$ cat src/shared/acs_map.svh
// Purpose: Register map, field positions and timing counts of the converter sequencer.
// Assumes: Byte addresses on a 32-bit Avalon-MM slave, one register per aligned word.
// Notes:   Definitions only; include by bare name.
`ifndef ACS_MAP_SVH
`define ACS_MAP_SVH

// ----------------------------------------------------------------------------
// Register offsets
// ----------------------------------------------------------------------------
`define ACS_OFF_CTRL0     6'h00
`define ACS_OFF_CTRL1     6'h04
`define ACS_OFF_RES_HI    6'h08
`define ACS_OFF_RES_LO    6'h0c
`define ACS_OFF_INTC      6'h10
`define ACS_OFF_MAPC      6'h14
`define ACS_OFF_FCAL_HI   6'h18
`define ACS_OFF_FCAL_LO   6'h1c

// ----------------------------------------------------------------------------
// Field positions
// ----------------------------------------------------------------------------
`define ACS_B_START       0
`define ACS_B_BUSY        1
`define ACS_B_PWR         2
`define ACS_B_FMT         3
`define ACS_F_CH          7:4
`define ACS_F_CKDIV       2:0
`define ACS_F_SRC         5:3
`define ACS_F_REF         7:6
`define ACS_B_GIE         0
`define ACS_B_CIE         1
`define ACS_B_REQ         2
`define ACS_B_MAP         0

// ----------------------------------------------------------------------------
// Encodings, counts and table addresses
// ----------------------------------------------------------------------------
`define ACS_SRC_TEMP      3'b010
`define ACS_SRC_BAD       3'b111
`define ACS_REF_PIN       2'b00
`define ACS_REF_TEMP      2'b10
`define ACS_SAMP_EXT      6'd4
`define ACS_SAMP_TEMP     6'd46
`define ACS_TOTAL_EXT     6'd16
`define ACS_TOTAL_TEMP    6'd58
`define ACS_SAR_MSB       4'd11
`define ACS_SAR_MID       12'h800
`define ACS_TBL_T2        14'h3ff5
`define ACS_TBL_ADC2_HI   14'h3ff6
`define ACS_TBL_ADC2_LO   14'h3ff7

`endif

$ cat src/shared/acs_pkg.sv
// Purpose: Types and shared helpers of the converter sequencer.
// Assumes: Nothing beyond SystemVerilog.
// Notes:   Constants live in acs_map.svh.
package acs_pkg;

  // --------------------------------------------------------------------------
  // Types
  // --------------------------------------------------------------------------
  typedef enum logic [1:0] {acs_idle, acs_sample, acs_conv} acs_state_t;

  // Converter clock ratio: select n divides the system clock by two to the n.
  function automatic logic [7:0] acs_ratio(input logic [2:0] sel);
    return 8'h01 << sel;
  endfunction

endpackage

$ cat src/verilog/acs_sequencer.sv
// Purpose: Sequencer of a 12-bit successive-approximation converter with Avalon-MM registers.
// Assumes: clk at 50 MHz, rst asynchronous active high, comparator output from the analog side.
// Notes:   The analog front end (mux, DAC, comparator, references) sits outside this block.
//
// Overview of operation
// - Non-temperature inputs: four sampling, twelve converting, sixteen converter clocks.
// - Temperature sensor input: forty-six sampling plus twelve converting, fifty-eight total.
// - Conversion runs in hardware; the bus keeps answering meanwhile.
// - Power-enable low powers the converter down and stops any conversion.
// - Start written low, high, low: high resets converter, return low starts.
// - Busy stays high during conversion; at its fall the result bytes are valid.
// - Converter clock is system clock divided by two to the power of the three-bit select.
// - Two-bit field picks the reference; format bit picks result justification.
// - Reference code 01/11 supply, 10 temperature reference, 00 external pin.
// - Result is 12 bits; one step is the reference over 4096.
// - Code transitions sit half a step low; full scale one and a half low.
// - Table reads give T2 code at 3FF5H, ADC2 high at 3FF6H, low at 3FF7H.
// - Calibration table reads return data only while mapping is enabled.
//
// Decided for this implementation: register access over Avalon-MM and the register offsets.
`timescale 1ns/100ps
`include "acs_map.svh"

module acs_sequencer
  import acs_pkg::*;
#(
  parameter logic [7:0]  T2_CODE   = 8'h80,   // Calibration defaults are arbitrary values.
  parameter logic [11:0] ADC2_VAL  = 12'h5a5,
  parameter logic [7:0]  FCAL_HI   = 8'h96,
  parameter logic [7:0]  FCAL_LO   = 8'h30
) (
  input  wire logic        clk,
  input  wire logic        rst,
  input  wire logic [5:0]  avs_address,
  input  wire logic        avs_read,
  input  wire logic        avs_write,
  input  wire logic [31:0] avs_writedata,
  input  wire logic [3:0]  avs_byteenable,
  output logic      [31:0] avs_readdata,
  output logic             avs_waitrequest,
  input  wire logic        cmp_in,
  input  wire logic [13:0] tbl_addr,
  output logic      [7:0]  tbl_data_q,
  output logic             pwr_en_q,
  output logic             sample_q,
  output logic      [11:0] dac_code_q,
  output logic      [3:0]  ch_sel_q,
  output logic      [2:0]  src_sel_q,
  output logic      [2:0]  ref_en_q,
  output logic             irq_q
);

  // --------------------------------------------------------------------------
  // Declarations
  // --------------------------------------------------------------------------
  logic        wait_q, wait_d;
  logic [7:0]  rdata_q, rdata_d;
  logic        fmt_q, fmt_d, start_q, start_d, pwr_d;
  logic [3:0]  ch_d;
  logic [2:0]  ckdiv_q, ckdiv_d, src_d, ref_en_d;
  logic [1:0]  ref_q, ref_d;
  logic        gie_q, gie_d, cie_q, cie_d, flag_q, flag_d, map_q, map_d, irq_d;
  logic [7:0]  tbl_d;
  logic        wr_take, ctl0_wr, start_set, start_go, done;
  logic [15:0] res_bytes;
  logic        cmp_m_q, cmp_s_q;
  acs_state_t  state_q, state_d;
  logic [6:0]  div_q, div_d;
  logic [5:0]  cnt_q, cnt_d, samp_len;
  logic [3:0]  bit_q, bit_d;
  logic [11:0] sar_q, sar_d, result_q, result_d, res_fin;
  logic        busy_q, busy_d, sample_d, tick;

  // Packs the result into high and low bytes by the format bit.
  function automatic logic [15:0] acs_pack(input logic [11:0] r, input logic f);
    return f ? {4'h0, r} : {r, 4'h0};
  endfunction

  assign avs_readdata    = {24'h000000, rdata_q};
  assign avs_waitrequest = wait_q;

  // --------------------------------------------------------------------------
  // Register slave
  // --------------------------------------------------------------------------
  // Every access waits one cycle, so read data is registered from a stable address.
  always_comb begin
    wr_take   = avs_write && !wait_q && avs_byteenable[0];
    ctl0_wr   = wr_take && avs_address == `ACS_OFF_CTRL0;
    start_set = ctl0_wr && avs_writedata[`ACS_B_START];
    start_go  = ctl0_wr && start_q && !avs_writedata[`ACS_B_START];
    res_bytes = acs_pack(result_q, fmt_q);
    wait_d    = !((avs_read || avs_write) && wait_q);
    rdata_d   = rdata_q;
    if ((avs_read || avs_write) && wait_q) begin
      case (avs_address)
        `ACS_OFF_CTRL0:   rdata_d = {ch_sel_q, fmt_q, pwr_en_q, busy_q, start_q};
        `ACS_OFF_CTRL1:   rdata_d = {ref_q, src_sel_q, ckdiv_q};
        `ACS_OFF_RES_HI:  rdata_d = res_bytes[15:8];
        `ACS_OFF_RES_LO:  rdata_d = res_bytes[7:0];
        `ACS_OFF_INTC:    rdata_d = {5'h00, flag_q, cie_q, gie_q};
        `ACS_OFF_MAPC:    rdata_d = {7'h00, map_q};
        `ACS_OFF_FCAL_HI: rdata_d = FCAL_HI;
        `ACS_OFF_FCAL_LO: rdata_d = FCAL_LO;
        default:          rdata_d = 8'h00;
      endcase
    end
    {ch_d, fmt_d, pwr_d, start_d} = {ch_sel_q, fmt_q, pwr_en_q, start_q};
    {ref_d, src_d, ckdiv_d} = {ref_q, src_sel_q, ckdiv_q};
    {gie_d, cie_d, map_d} = {gie_q, cie_q, map_q};
    if (ctl0_wr) begin
      start_d = avs_writedata[`ACS_B_START];
      pwr_d   = avs_writedata[`ACS_B_PWR];
      fmt_d   = avs_writedata[`ACS_B_FMT];
      ch_d    = avs_writedata[`ACS_F_CH];
    end
    if (wr_take && avs_address == `ACS_OFF_CTRL1) begin
      ckdiv_d = avs_writedata[`ACS_F_CKDIV];
      ref_d   = avs_writedata[`ACS_F_REF];
      // The forbidden source code is refused and the old source kept.
      if (avs_writedata[`ACS_F_SRC] != `ACS_SRC_BAD) begin
        src_d = avs_writedata[`ACS_F_SRC];
      end
    end
    if (wr_take && avs_address == `ACS_OFF_INTC) begin
      gie_d = avs_writedata[`ACS_B_GIE];
      cie_d = avs_writedata[`ACS_B_CIE];
    end
    if (wr_take && avs_address == `ACS_OFF_MAPC) begin
      map_d = avs_writedata[`ACS_B_MAP];
    end
    // Writing one clears the flag, but a completion in the same cycle wins.
    flag_d = flag_q;
    if (wr_take && avs_address == `ACS_OFF_INTC && avs_writedata[`ACS_B_REQ]) begin
      flag_d = 1'b0;
    end
    if (done) begin
      flag_d = 1'b1;
    end
    irq_d = flag_d && gie_d && cie_d;
    // Reference switches: {temperature, supply, pin}.
    case (ref_d)
      `ACS_REF_PIN:  ref_en_d = 3'b001;
      `ACS_REF_TEMP: ref_en_d = 3'b100;
      default:       ref_en_d = 3'b010;
    endcase
    tbl_d = 8'h00;
    if (map_q) begin
      case (tbl_addr)
        `ACS_TBL_T2:      tbl_d = T2_CODE;
        `ACS_TBL_ADC2_HI: tbl_d = ADC2_VAL[11:4];
        `ACS_TBL_ADC2_LO: tbl_d = {4'h0, ADC2_VAL[3:0]};
        default:          tbl_d = 8'h00;
      endcase
    end
  end

  // Register state.
  always_ff @(posedge clk or posedge rst) begin
    if (rst) begin
      wait_q     <= 1'b1;
      rdata_q    <= 8'h00;
      start_q    <= 1'b0;
      pwr_en_q   <= 1'b0;
      fmt_q      <= 1'b0;
      ch_sel_q   <= 4'h0;
      ckdiv_q    <= 3'h0;
      src_sel_q  <= 3'h0;
      ref_q      <= 2'h0;
      ref_en_q   <= 3'b001;
      gie_q      <= 1'b0;
      cie_q      <= 1'b0;
      flag_q     <= 1'b0;
      irq_q      <= 1'b0;
      map_q      <= 1'b0;
      tbl_data_q <= 8'h00;
    end else begin
      wait_q     <= wait_d;
      rdata_q    <= rdata_d;
      start_q    <= start_d;
      pwr_en_q   <= pwr_d;
      fmt_q      <= fmt_d;
      ch_sel_q   <= ch_d;
      ckdiv_q    <= ckdiv_d;
      src_sel_q  <= src_d;
      ref_q      <= ref_d;
      ref_en_q   <= ref_en_d;
      gie_q      <= gie_d;
      cie_q      <= cie_d;
      flag_q     <= flag_d;
      irq_q      <= irq_d;
      map_q      <= map_d;
      tbl_data_q <= tbl_d;
    end
  end

  // --------------------------------------------------------------------------
  // Comparator synchroniser
  // --------------------------------------------------------------------------
  // The comparator is asynchronous to clk; at the fastest divider its decision
  // lags the DAC by two cycles, one reason slow dividers are recommended.
  always_ff @(posedge clk or posedge rst) begin
    if (rst) begin
      cmp_m_q <= 1'b0;
      cmp_s_q <= 1'b0;
    end else begin
      cmp_m_q <= cmp_in;
      cmp_s_q <= cmp_m_q;
    end
  end

  // --------------------------------------------------------------------------
  // Conversion sequencer
  // --------------------------------------------------------------------------
  // The divider restarts at each start so every conversion has exact length.
  always_comb begin
    tick     = div_q == 7'(acs_ratio(ckdiv_q) - 8'h01);
    samp_len = (src_sel_q == `ACS_SRC_TEMP) ? `ACS_SAMP_TEMP : `ACS_SAMP_EXT;
    res_fin  = sar_q;
    res_fin[bit_q] = cmp_s_q;
    state_d  = state_q;
    div_d    = tick ? 7'h00 : div_q + 7'h01;
    cnt_d    = cnt_q;
    bit_d    = bit_q;
    sar_d    = sar_q;
    result_d = result_q;
    done     = 1'b0;
    case (state_q)
      acs_idle: begin
        div_d = 7'h00;
        if (start_go && avs_writedata[`ACS_B_PWR]) begin
          state_d = acs_sample;
          cnt_d   = 6'h00;
        end
      end
      acs_sample: begin
        if (tick) begin
          cnt_d = cnt_q + 6'h01;
          if (cnt_q == samp_len - 6'h01) begin
            state_d = acs_conv;
            sar_d   = `ACS_SAR_MID;
            bit_d   = `ACS_SAR_MSB;
          end
        end
      end
      acs_conv: begin
        // One bit is decided per converter clock; the DAC adds the half-step offset.
        if (tick) begin
          sar_d = res_fin;
          if (bit_q == 4'h0) begin
            state_d  = acs_idle;
            result_d = res_fin;
            done     = 1'b1;
          end else begin
            bit_d = bit_q - 4'h1;
            sar_d[bit_q - 4'h1] = 1'b1;
          end
        end
      end
      default: state_d = acs_idle;
    endcase
    // Start held high or power removed resets the converter at once.
    if (start_set || !pwr_d) begin
      state_d = acs_idle;
      done    = 1'b0;
      sar_d   = 12'h000;
    end
    busy_d   = state_d != acs_idle;
    sample_d = state_d == acs_sample;
  end

  // Sequencer state.
  always_ff @(posedge clk or posedge rst) begin
    if (rst) begin
      state_q    <= acs_idle;
      div_q      <= 7'h00;
      cnt_q      <= 6'h00;
      bit_q      <= 4'h0;
      sar_q      <= 12'h000;
      result_q   <= 12'h000;
      busy_q     <= 1'b0;
      sample_q   <= 1'b0;
      dac_code_q <= 12'h000;
    end else begin
      state_q    <= state_d;
      div_q      <= div_d;
      cnt_q      <= cnt_d;
      bit_q      <= bit_d;
      sar_q      <= sar_d;
      result_q   <= result_d;
      busy_q     <= busy_d;
      sample_q   <= sample_d;
      dac_code_q <= sar_d;
    end
  end

  // --------------------------------------------------------------------------
  // Assertions
  // --------------------------------------------------------------------------
  logic [5:0] h_ticks_q;
  logic [6:0] h_gap_q;
  logic       h_seen_q;

  // Helper counters: ticks since conversion start and cycles between ticks.
  always_ff @(posedge clk or posedge rst) begin
    if (rst) begin
      h_ticks_q <= 6'h00;
      h_gap_q   <= 7'h00;
      h_seen_q  <= 1'b0;
    end else if (!busy_q) begin
      h_ticks_q <= 6'h00;
      h_gap_q   <= 7'h00;
      h_seen_q  <= 1'b0;
    end else begin
      h_ticks_q <= tick ? h_ticks_q + 6'h01 : h_ticks_q;
      h_gap_q   <= tick ? 7'h00 : h_gap_q + 7'h01;
      h_seen_q  <= h_seen_q || tick;
    end
  end
endmodule
$ cat config.mk
export PLATFORM = sky130hd
export DESIGN_NAME = acs_sequencer
export DESIGN_NICKNAME = d
export VERILOG_FILES = /design/src/shared/acs_pkg.sv /design/src/verilog/acs_sequencer.sv
export VERILOG_INCLUDE_DIRS = /design/src /design/src/shared
export SDC_FILE = /design/constraint.sdc
export NUM_CORES = 1
export LEC_CHECK = 0
export ABC_AREA = 1
export BUFFER_PORTS_ARGS = -buffer_cell sky130_fd_sc_hd__buf_2
export CAP_MARGIN = 10
export CORE_UTILIZATION = 50
export CTS_CLUSTER_DIAMETER = 100
export DETAILED_ROUTE_END_ITERATION = 10
export PLACE_DENSITY_LB_ADDON = 0.3
export SYNTH_ARGS = -nofsm -noshare
export SYNTH_HDL_FRONTEND = slang
export SYNTH_SLANG_ARGS = --single-unit
export TNS_END_PERCENT = 5
$ cat constraint.sdc
create_clock -name clk -period 4.7 [get_ports clk]
set_clock_uncertainty 0.15 [all_clocks]
set_input_delay 0.705 -clock clk [delete_from_list [all_inputs] [get_ports clk]]
set_output_delay 0.705 -clock clk [all_outputs]
set_load 0.05 [all_outputs]
### Yosys cells after proc, flatten, opt, wreduce, memory -nomap -nowiden

Cells that the tools add are included.
Widths: inputs -> output; s select.

* output and inout bits: 66
* memories: 0
* bits in registers: 87
* latch bits: 0
* input bits: 61
* ROM bits: 0
* bits in writable memories: 0
* word-level logic and storage cells: 142

* div/mod/pow operators: 0
* $add $sub $neg: 5
* shift operators: 1
* multipliers: 0
* $lt $le $gt $ge: 4
* mux-type cells: 44
* equality and inequality tests: 26
* reductions and logical operators: 35
* bitwise gates (word level): 1

Operators with widths (count)
* $pmux 8 s8: 1
* $mux 12: 5
* $eq 14x14->1 const B: 3
* $eq 6x5->1 const B: 4
* $pmux 12 s2: 1
* $pmux 8 s3: 1
* $mux 6: 3
* $logic_and 1x1->1: 16
* $mux 16: 1
* $mux 4: 4
* $mux 2: 7
* $mux 7: 2
* $bwmux 12: 1
* $eq 6x4->1 const B: 2
* $ne 3x3->1 const B: 4
* $or 12x12->12: 1
* $pmux 6 s2: 1
* $mux 1: 11
* $lt 4x5->1 const B: 2
* $ne 2x2->1 const B: 5
* $demux 1 s4: 2
* $ge 4x1->1 const B: 2
* $mux 8: 1
* $pmux 4 s2: 1
* other kinds (25): 35

### Longest topological paths before layout

Gate-level depths: netlist (run 1).

* depth after elaboration: 11
* mapped depth: 12
* gate-level depth less buffers: 11

### Worst setup path before layout (run 1)

No wires, ideal clock.

* kind: input-to-reg
* from: in avs_address[1]
* to: reg sar_q[5]
* data required time: 4432 ps
* path buffers: 1
* arrival: 1759 ps
* stages: 9
* slack: 2673 ps
* library setup time: 118 ps
* cells stage by stage: nor2_4 > nand2_2 > nor2_4 > nand2_2 > nor2_1 > a21oi_4 > buf_4 > nand3_1 > nand2_1

* longest elaborated chain between the ends: 7
* elaborated cells between the ends (all ways): 12
* classes of those cells: eq/ne: 3; mux: 2; reduce/logical: 7

Ends and longest elaborated chain
* start: declaration: line acs_sequencer.sv:34 `input wire logic [5:0] avs_address,`
* $logic_not 6->1 (*)
* $logic_and 1x1->1 (no line) (*)
* $mux 1: line acs_sequencer.sv:110 `if (ctl0_wr) begin`
* $logic_not 1->1: line acs_sequencer.sv:262 `if (start_set || !pwr_d) begin`
* $logic_or 1x1->1 (*): line acs_sequencer.sv:262
* $ne 3x3->1 (no line) or $reduce_bool 3->1 (tied branches)
* $reduce_and 4->1 (no line)
* end signal: assignment: line acs_sequencer.sv:288 `sar_q <= sar_d;`
* end: declaration: line acs_sequencer.sv:71 `logic [11:0] sar_q, sar_d, result_q, result_d, res_fin;`

Mark *: on every way between the ends. The rest lies on a longest branch, timed or not.
A chain may end at the register's enable or synchronous reset.

### Final worst setup path (run 1)

* from: reg bit_q[0]
* to: reg result_q[1]

* longest elaborated chain between the ends: 5
* elaborated cells between the ends (all ways): 8
* classes of those cells: order compare: 2; mux: 3; reduce/logical: 3

Ends and longest elaborated chain
* start: declaration: line acs_sequencer.sv:70 `logic [3:0] bit_q, bit_d;`
* start signal: assignment: line acs_sequencer.sv:287 `bit_q <= bit_d;`
* $lt 4x5->1 (implied by the code) or $ge 4x1->1 (tied branches): line acs_sequencer.sv:219 `res_fin[bit_q] = cmp_s_q;`
* $logic_and 1x1->1 (implied by the code): line acs_sequencer.sv:219
* $mux 1 (implied by the code): line acs_sequencer.sv:219
* $demux 1 s4: line acs_sequencer.sv:219
* $bwmux 12: line acs_sequencer.sv:219
* end signal: assignment: line acs_sequencer.sv:289 `result_q <= result_d;`
* end: declaration: line acs_sequencer.sv:71

Parallel ways exist; a longest one is shown, timed or not.

==> impl_metrics.ini, run 1 <==
[clocking]
post_cts_buffers = 0
clkTransAtPathRegs_ps = 90
cts_resized = 0
cts_buffer_depth = 2
cts_max_level = 3
tritoncts = yes
ctsHoldBuffers = 0
root_buffer = clkbuf_8
clock_sinks = 81
numCtsBuffers = 9
clkLatencyLatePin_ps = 350

[status]
status = finished clean

[final_layout]
multi_input_area_um2 = 2460
syn2layout_area_growth_pct = 10.6
final_nets = 803
layout-drive-gt1-share = 0.192
seq_area_um2 = 2030
diodes = 0
fillers = 914

[die]
core_um2 = 9730
die_x_um = 102
dieArea_um2 = 10400
io_pins = 127
start_util = 0.513
die_y_um = 102
num_rows = 36

[logic_synthesis]
yosysUniqueCellTypes = 39
synthArstFlopShare = 1.00
synth_area_um2 = 4990
avgSynthCellArea_um2 = 7.44
synth_cells = 671
ys.flop_type = dfrtp_1
yosys_warnings = 0
synth_edf_count = 0
ys_seq_elements = 81
yosysSeqAreaShare = 0.406

[grt]
track_usage = 0.245
grt_pass1_vias = 4140
antenna_found_initial = 0
grt-ovfl-total = 0
grt_pass1_wl_um = 19900
grt_max_degree = 48

[pwr]
leakage_nw = 2.84
ir_drop_mv = 0.165
power.density_nw_per_um2 = 270
power_mw = 1.49

[route]
wire_per_inst_um = 13.6
drtIter0Drc = 231
finalWirelength_um = 11900
drtPass1Iterations = 5
avgViaCountPerCell = 5.21
drc = 0
vias = 4553
drtAntennaViolNets = 0

[place]
io_buffer_count = 74
hpwl_um = 8750
gp_congestion = 0.929

[timing]
drv_slew = 0
period_needed_ps = 2550
fin_crit_sh = 0.542
tightest_slew_ps = 871
setup_violations = 0
hold_viol_final = 0
rsz0062_at_grt = no
slew-limit-headroom = 0.415
fin_tns_setup_ps = 0
fmax_mhz = 392

[flow_run]
timing.max_cap.violations = 0

[worst_hold_path]
hold_path.class = register to register

[worst_setup_path]
end_kind = register
worstSetupPathType = register to register
crit_required_ps = 4790
cp-start-kind = register
worstPathArrival_ps = 2630
cp_max_fo = 24
-- cell families (layout without fill, tap and decap cells) --
group,after synthesis,count (layout),synth area share
buf+inv,114,160,0.119
mux,1,1,0.00200
fa+ha+maj,6,6,0.0150
xor+xnor,4,4,0.00702
other cells,1,25,0.000751
flops,81,81,0.406
simple gates,381,381,0.348
compound gates,83,83,0.102
-- area by class of cell --
| type | count | share of cell area |
|---|---|---|
| Clock buffer | 10 | 0.0249 |
| Clock inverter | 6 | 0.0163 |
| Sequential cell | 81 | 0.367 |
| Tap cell | 133 | 0.0301 |
| Inverter | 69 | 0.0471 |
| Multi-Input combinational cell | 500 | 0.446 |
| Timing Repair Buffer | 75 | 0.0684 |
-- Yosys cell counts, types with 2 or more instances --
cell type  instances  area (um^2)
inv_2              3         11.3
buf_2              3         15.0
nor3b_1            3         22.5
nor2_1            51          191
o22ai_1            2         12.5
o21ai_2           19          166
nor3_1             5         25.0
nand3_2            3         30.0
o21ai_0           25          125
nor2_2             6         37.5
nand4_1           35          219
nor2_4             7         78.8
nand3_1           57          285
nand2_1          203          762
inv_1             66          248
buf_4             32          240
dfstp_2            2         52.6
nand2_2            6         37.5
buf_6              5         56.3
xor2_1             3         26.3
ha_1               6         75.1
dfrtp_1           79         1980
a21oi_1           29          145
o21ai_1            3         15.0
clkbuf_1           4         15.0
-- power by group --
group          leakage (nW)  switching, mW  internal (mW)
combinational          1.65          0.142         0.0325
sequential             1.08         0.0150          0.711
clock                 0.113          0.274          0.316
total                  2.84          0.430           1.06
-- placed cells by master (no fill, tap or decap), drive strengths merged, types with 6 or more instances in the layout --
| cell type | count |
|---|---|
| nand4 | 35 |
| dfrtp | 79 |
| nand3 | 61 |
| nand2 | 209 |
| clkbuf | 10 |
| buf | 75 |
| o21ai | 47 |
| a21oi | 30 |
| nor3 | 6 |
| nor2 | 64 |
| conb | 25 |
| ha | 6 |
| inv | 69 |
-- path summary, 6_finish.rpt --
| path | start | endpoint | slack, ps | cells after the start |
|---|---|---|---|---|
| max | bit_q[0] | result_q[1] | 2150 | 7 |
| min | cmp_m_q | cmp_s_q | 210 | 0 |
| max reg2reg | bit_q[0] | result_q[1] | 2150 | 7 |
| min reg2reg | cmp_m_q | cmp_s_q | 210 | 0 |
| max in group asynchronous | rst | avs_waitrequest | 3080 | 3 |
| min in group asynchronous | rst | sar_q[11] | 340 | 2 |
-- registers in the layout (all words and copies together) (netlist names), 2 cells and up --
name	flops
result_q	12
sar_q	12
rdata_q	8
div_q	7
cnt_q	6
bit_q	4
ch_sel_q	4
ckdiv_q	3
src_sel_q	3
tbl_data_q	3
ref_en_q	2
ref_q	2
state_q	2
-- per-layer routing --
| metal | GRT usage | wire (um) | vias up | part of all wire |
|---|---|---|---|---|
| met4 | 0.0769 | 178 | 0 | 0.015 |
| met1 | 0.337 | 5580 | 2109 | 0.47 |
| met2 | 0.391 | 5390 | 164 | 0.45 |
| li1 | - | - | 2260 | - |
| met5 | 0 | 0 | - | 0 |
| met3 | 0.0492 | 726 | 20 | 0.061 |
-- per-stage QoR --
step | worst slack [ps] | hold slack [ps] | util | instance area, um^2 | std cells
floorplan | 1770 | 181 | - | 5080 | 695
global placement | 2080 | 184 | 0.544 | 5300 | 858
detailed placement | 1990 | 187 | 0.544 | 5300 | 858
CTS | 2140 | 209 | 0.568 | 5520 | 874
global route | 1880 | 229 | 0.568 | 5520 | 874
finish | 2150 | 210 | 0.568 | 5520 | 874
-- critical path: stages, from the launching register on --
cell     delay (ps)
dfrtp_1         440
inv_1           180
ha_1            260
inv_1            90
nor3_1          670
nand3_4         390
nand2_1         190
o21ai_2          60
(Power assumes the default switching activity.)
==> run 2: changes to the inputs <==
- clock period: 4.7 -> 2.5 ns (I/O delays scaled with it)
==> run 2 against run 1 <==
Worst setup slack worse by 1800 ps. Via count up 0.79%. Sequential power up 89%. Non-clock buffer count grew 5. Design area rose by 0.29%. Die area unchanged. Clock power up 62%. Routed wire length grew 1.6%. Combinational power increased by 91%. Critical endpoint is now cnt_q[3]. Largest cell class unchanged.
==> impl_metrics.ini, run 2 (synthesis gave the netlist of run 1 again) <==
[pwr]
ir_drop_mv = 0.290
sequentialPowerShare = 0.515
internal-power_mw = 1.86
power.density_nw_per_um2 = 479
leakage_nw = 2.85
sw_frac_of_total = 0.299
power_mw = 2.65
power.switching_mw = 0.795
clock_power_share = 0.360
combPwrFrac = 0.125

[final_layout]
final_common_cell = nand2_1
seq_area_um2 = 2030
reg.largest.list = result_q: 12 flops, sar_q: 12 flops, rdata_q: 8 flops
layout_common_cells = nand2_1, dfrtp_1, buf_2
syn2layout_area_growth_pct = 10.9
diodes = 0
layout-drive-gt1-share = 0.193
final_nets = 808
fillers = 949
multi_input_area_um2 = 2460

[grt]
grt-ovfl-total = 0
grt_pass1_wl_um = 19900
grt_pass1_vias = 4222
antenna_found_initial = 0
track_usage = 0.246
grt_max_degree = 82

[timing]
tightest_slew_ps = 668
fmax_mhz = 456
rsz0062_at_grt = no
drv_slew = 0
slew-limit-headroom = 0.553
setup_violations = 0
period_needed_ps = 2190
hold_viol_final = 0
fin_tns_setup_ps = 0
fin_crit_sh = 0.878

[worst_hold_path]
hold_path.class = primary input to register
hold_start = tbl_addr[1]
holdPathStages = 2

[flow_run]
timing.max_cap.violations = 0

[route]
drtIter0Drc = 228
drtAntennaViolNets = 0
vias = 4589
wire_per_inst_um = 13.7
finalWirelength_um = 12100
drtPass1Iterations = 5
avgViaCountPerCell = 5.22
drc = 0

[worst_setup_path]
critPathLaunch = ckdiv_q[2]
end_kind = register
cp_max_fo = 12
r2r_cells = 10
cp-start-kind = register
rr_startpoint = ckdiv_q[2]
worstPathArrival_ps = 2280
worstSetupPathType = register to register
crit_required_ps = 2580

[die]
dieArea_um2 = 10400
die_x_um = 102
num_rows = 36
io_pins = 127
start_util = 0.513
die_y_um = 102
core_um2 = 9730

[place]
gp_congestion = 0.899
io_buffer_count = 74
hpwl_um = 8810

[clocking]
tritoncts = yes
clkTransAtPathRegs_ps = 90
cts_max_level = 3
clkLatencyLatePin_ps = 360
numCtsBuffers = 9
cts_buffer_depth = 2
root_buffer = clkbuf_8
clock_sinks = 81
cts_resized = 0

[status]
status = finished clean
[run 2: changes by cell type in the layout (fill, tap and decap cells not counted), sizes merged]
| cell | previous run | this run |
|---|---|---|
| bufinv | 2 | 1 |
| clkinv | 3 | 5 |
| inv | 69 | 68 |
| buf | 75 | 78 |
| dlygate4sd3 | 0 | 2 |
[run 2: power groups by stage]
stage / logic (mW) / clock network (mW) / registers [mW]
final: 0.332 / 0.956 / 1.37
after global routing: 0.365 / 1.02 / 1.37
after CTS: 0.332 / 0.966 / 1.37
after detailed placement: 0.330 / 0 / 1.39
after global placement: 0.324 / 0 / 1.39
after floorplan: 0.239 / 0 / 1.43
[run 2: metrics by stage]
step,util,worst slack (ps),hold WS (ps),cell area (um^2),cells
floorplan,-,491,181,5090,695
global placement,0.548,230,183,5330,861
detailed placement,0.548,168,204,5330,861
CTS,0.569,334,21.3,5540,879
global route,0.569,48.8,22.3,5540,879
finish,0.569,306,24.7,5540,879
[run 2: final timing paths]
kind                                 end  slack (ps)
max                             cnt_q[3]         310
min                        tbl_data_q[7]          20
max reg2reg                     cnt_q[3]         310
min reg2reg                      cmp_s_q         230
max in group asynchronous    ref_en_q[0]        1310
min in group asynchronous       sar_q[1]         520
[run 2: per-layer routing]
layer,part of all wire,vias up,track usage
li1,-,2275,-
met1,0.46,2125,0.330
met2,0.46,172,0.408
met3,0.054,17,0.0301
met4,0.019,0,0.101
met5,0,-,0
[run 2: area by class of cell]
type,instances,share of cell area
inverters,69,0.0474
well taps,133,0.0300
clock inverters,6,0.0106
repair buffers,80,0.0782
multi-input cells,500,0.444
flip-flops and latches,81,0.366
clock buffers,10,0.0230
[run 2: critical path, cell delays in order, from the launching register on]
cell	delay, ps
dfrtp_1	490
inv_1	220
nand2_1	70
nand2_1	110
nand3_1	80
nor2_1	130
nand3_2	150
nand2_1	120
nand2_1	300
nand2_1	180
o21ai_2	60
[run 2: timing repair]
item | CTS | global route
setup buffers | 0 | 0
hold buffers | 2 | 0
hold endpoints to repair | 11 | 0
==> run 3: changes to the inputs <==
- CELL_PAD_IN_SITES_DETAIL_PLACEMENT: unset -> 1
- CELL_PAD_IN_SITES_GLOBAL_PLACEMENT: unset -> 2
- CORE_UTILIZATION: 50 -> 30
- SLEW_MARGIN: unset -> 10
==> run 3 against run 2 <==
The flow now finishes with violations (negative hold slack). Flip-flop and latch count stayed put. Non-clock buffer count increased by 2. Largest cell class unchanged. Maximum frequency decreased by 0.32%. Highest routed layer unchanged. Routed wire length increased by 20%. Critical path type unchanged. Worst setup slack got worse by 7.0 ps. Register-to-register slack barely moved. Clock power is 55% higher. Critical path depth is 2 lower. Sequential share of layout area decreased by 1.7 points. Via count fell by 0.11%.
==> impl_metrics.ini, run 3 (synthesis gave the netlist of run 1 again) <==
[worst_setup_path]
rr_startpoint = bit_q[0]
crit_required_ps = 2570
r2r_slack_ps = 300
worstPathArrival_ps = 2270
worstSetupPathType = register to register
timing.rr.end = result_q[1]
end_kind = register
cp-start-kind = register
r2r_cells = 8
cp_max_fo = 24

[pwr]
power.density_nw_per_um2 = 550
ir_drop_mv = 0.330
power_mw = 3.20
leakage_nw = 2.92

[clocking]
cts_max_level = 3
clkTransAtPathRegs_ps = 70
tritoncts = yes
post_cts_buffers = 0
numCtsBuffers = 9
cts_buffer_depth = 2
clkLatencyLatePin_ps = 350
clock_sinks = 81
root_buffer = clkbuf_16

[timing]
setup_violations = 0
drv_slew = 0
setup_ws_ps = 299
fmax_mhz = 454
slew-limit-headroom = 0.641
hold_viol_final = 1
hold_ws_ps = -2.07
fin_crit_sh = 0.881
rsz0062_at_grt = no
period_needed_ps = 2200
tightest_slew_ps = 533
fin_tns_setup_ps = 0

[grt]
grt-ovfl-total = 0
grt_max_degree = 82
antenna_found_initial = 0
grt_pass1_wl_um = 23400
grt_pass1_vias = 4683
track_usage = 0.177

[flow_run]
timing.max_cap.violations = 0

[route]
drtAntennaViolNets = 0
drtIter0Drc = 203
drtPass1Iterations = 4
finalWirelength_um = 14400
vias = 4584
avgViaCountPerCell = 4.76
drc = 0
wire_per_inst_um = 15.0

[final_layout]
stdcell_area_um2 = 5810
syn2layout_area_growth_pct = 16.4
seq_area_um2 = 2030
reg.largest.list = result_q: 12 flops, sar_q: 12 flops, rdata_q: 8 flops
stdcell_count = 964
diodes = 0
final_core_utilization = 0.362
multi_input_area_um2 = 2460
final_common_cell = nand2_1
layout_common_cells = nand2_1, dfrtp_1, buf_2
layout-drive-gt1-share = 0.199
final_nets = 810
fillers = 2008

[place]
hpwl_um = 11000
postPlaceCellArea_um2 = 5470
io_buffer_count = 74
placedCellCount = 947
place_ws_ps = 262
gp_congestion = 0.852

[die]
die_y_um = 131
start_util = 0.311
die_x_um = 131
dieArea_um2 = 17200
core_um2 = 16100
num_rows = 46
io_pins = 127

[status]
failed_checks = negative hold slack
status = finished with violations

[worst_hold_path]
hold_path.class = primary input to async pin
-- run 3: layer usage --
layer	part of all wire	global-route usage	wire [um]
met1	0.49	0.239	7080
met2	0.45	0.287	6520
met3	0.038	0.0236	545
met4	0.020	0.0703	294
met5	0	0	0
-- run 3: final cells by class --
cell class	count	share of cell area
clock buffer	9	0.0388
clock inverter	7	0.0177
inverter	69	0.0452
multi-input combinational	500	0.424
sequential	81	0.349
tap	216	0.0465
timing repair buffer	82	0.0788
-- run 3: report_power, final --
group          switching, mW  total, mW  internal (mW)  leakage (nW)
logic                  0.274      0.344         0.0699          1.68
registers             0.0301       1.37           1.34          1.08
clock network          0.599       1.48          0.886         0.157
-- run 3: worst max-delay path: stages (launching register included) --
cell     delay (ps)
dfrtp_1         440
inv_1           190
ha_1            310
inv_1           110
nor3_1          180
buf_4           190
nand3_4         270
nand2_1         170
o21ai_2          60
-- run 3: timing repair --
item	4_1_cts	5_1_grt
hold buffers	1	0
endpoints found under the hold margin	1	0
setup endpoints to repair	0	1
resized for setup	0	1
-- run 3: worst max path at each step --
stage | startpoint | to | depth (start not counted)
floorplan | bit_q[0] | sar_q[0] | 8
global placement | avs_address[4] | cnt_q[5] | 9
detailed placement | ckdiv_q[2] | cnt_q[4] | 10
CTS | ckdiv_q[2] | cnt_q[4] | 10
global route | bit_q[0] | result_q[4] | 8
finish | bit_q[0] | result_q[1] | 8
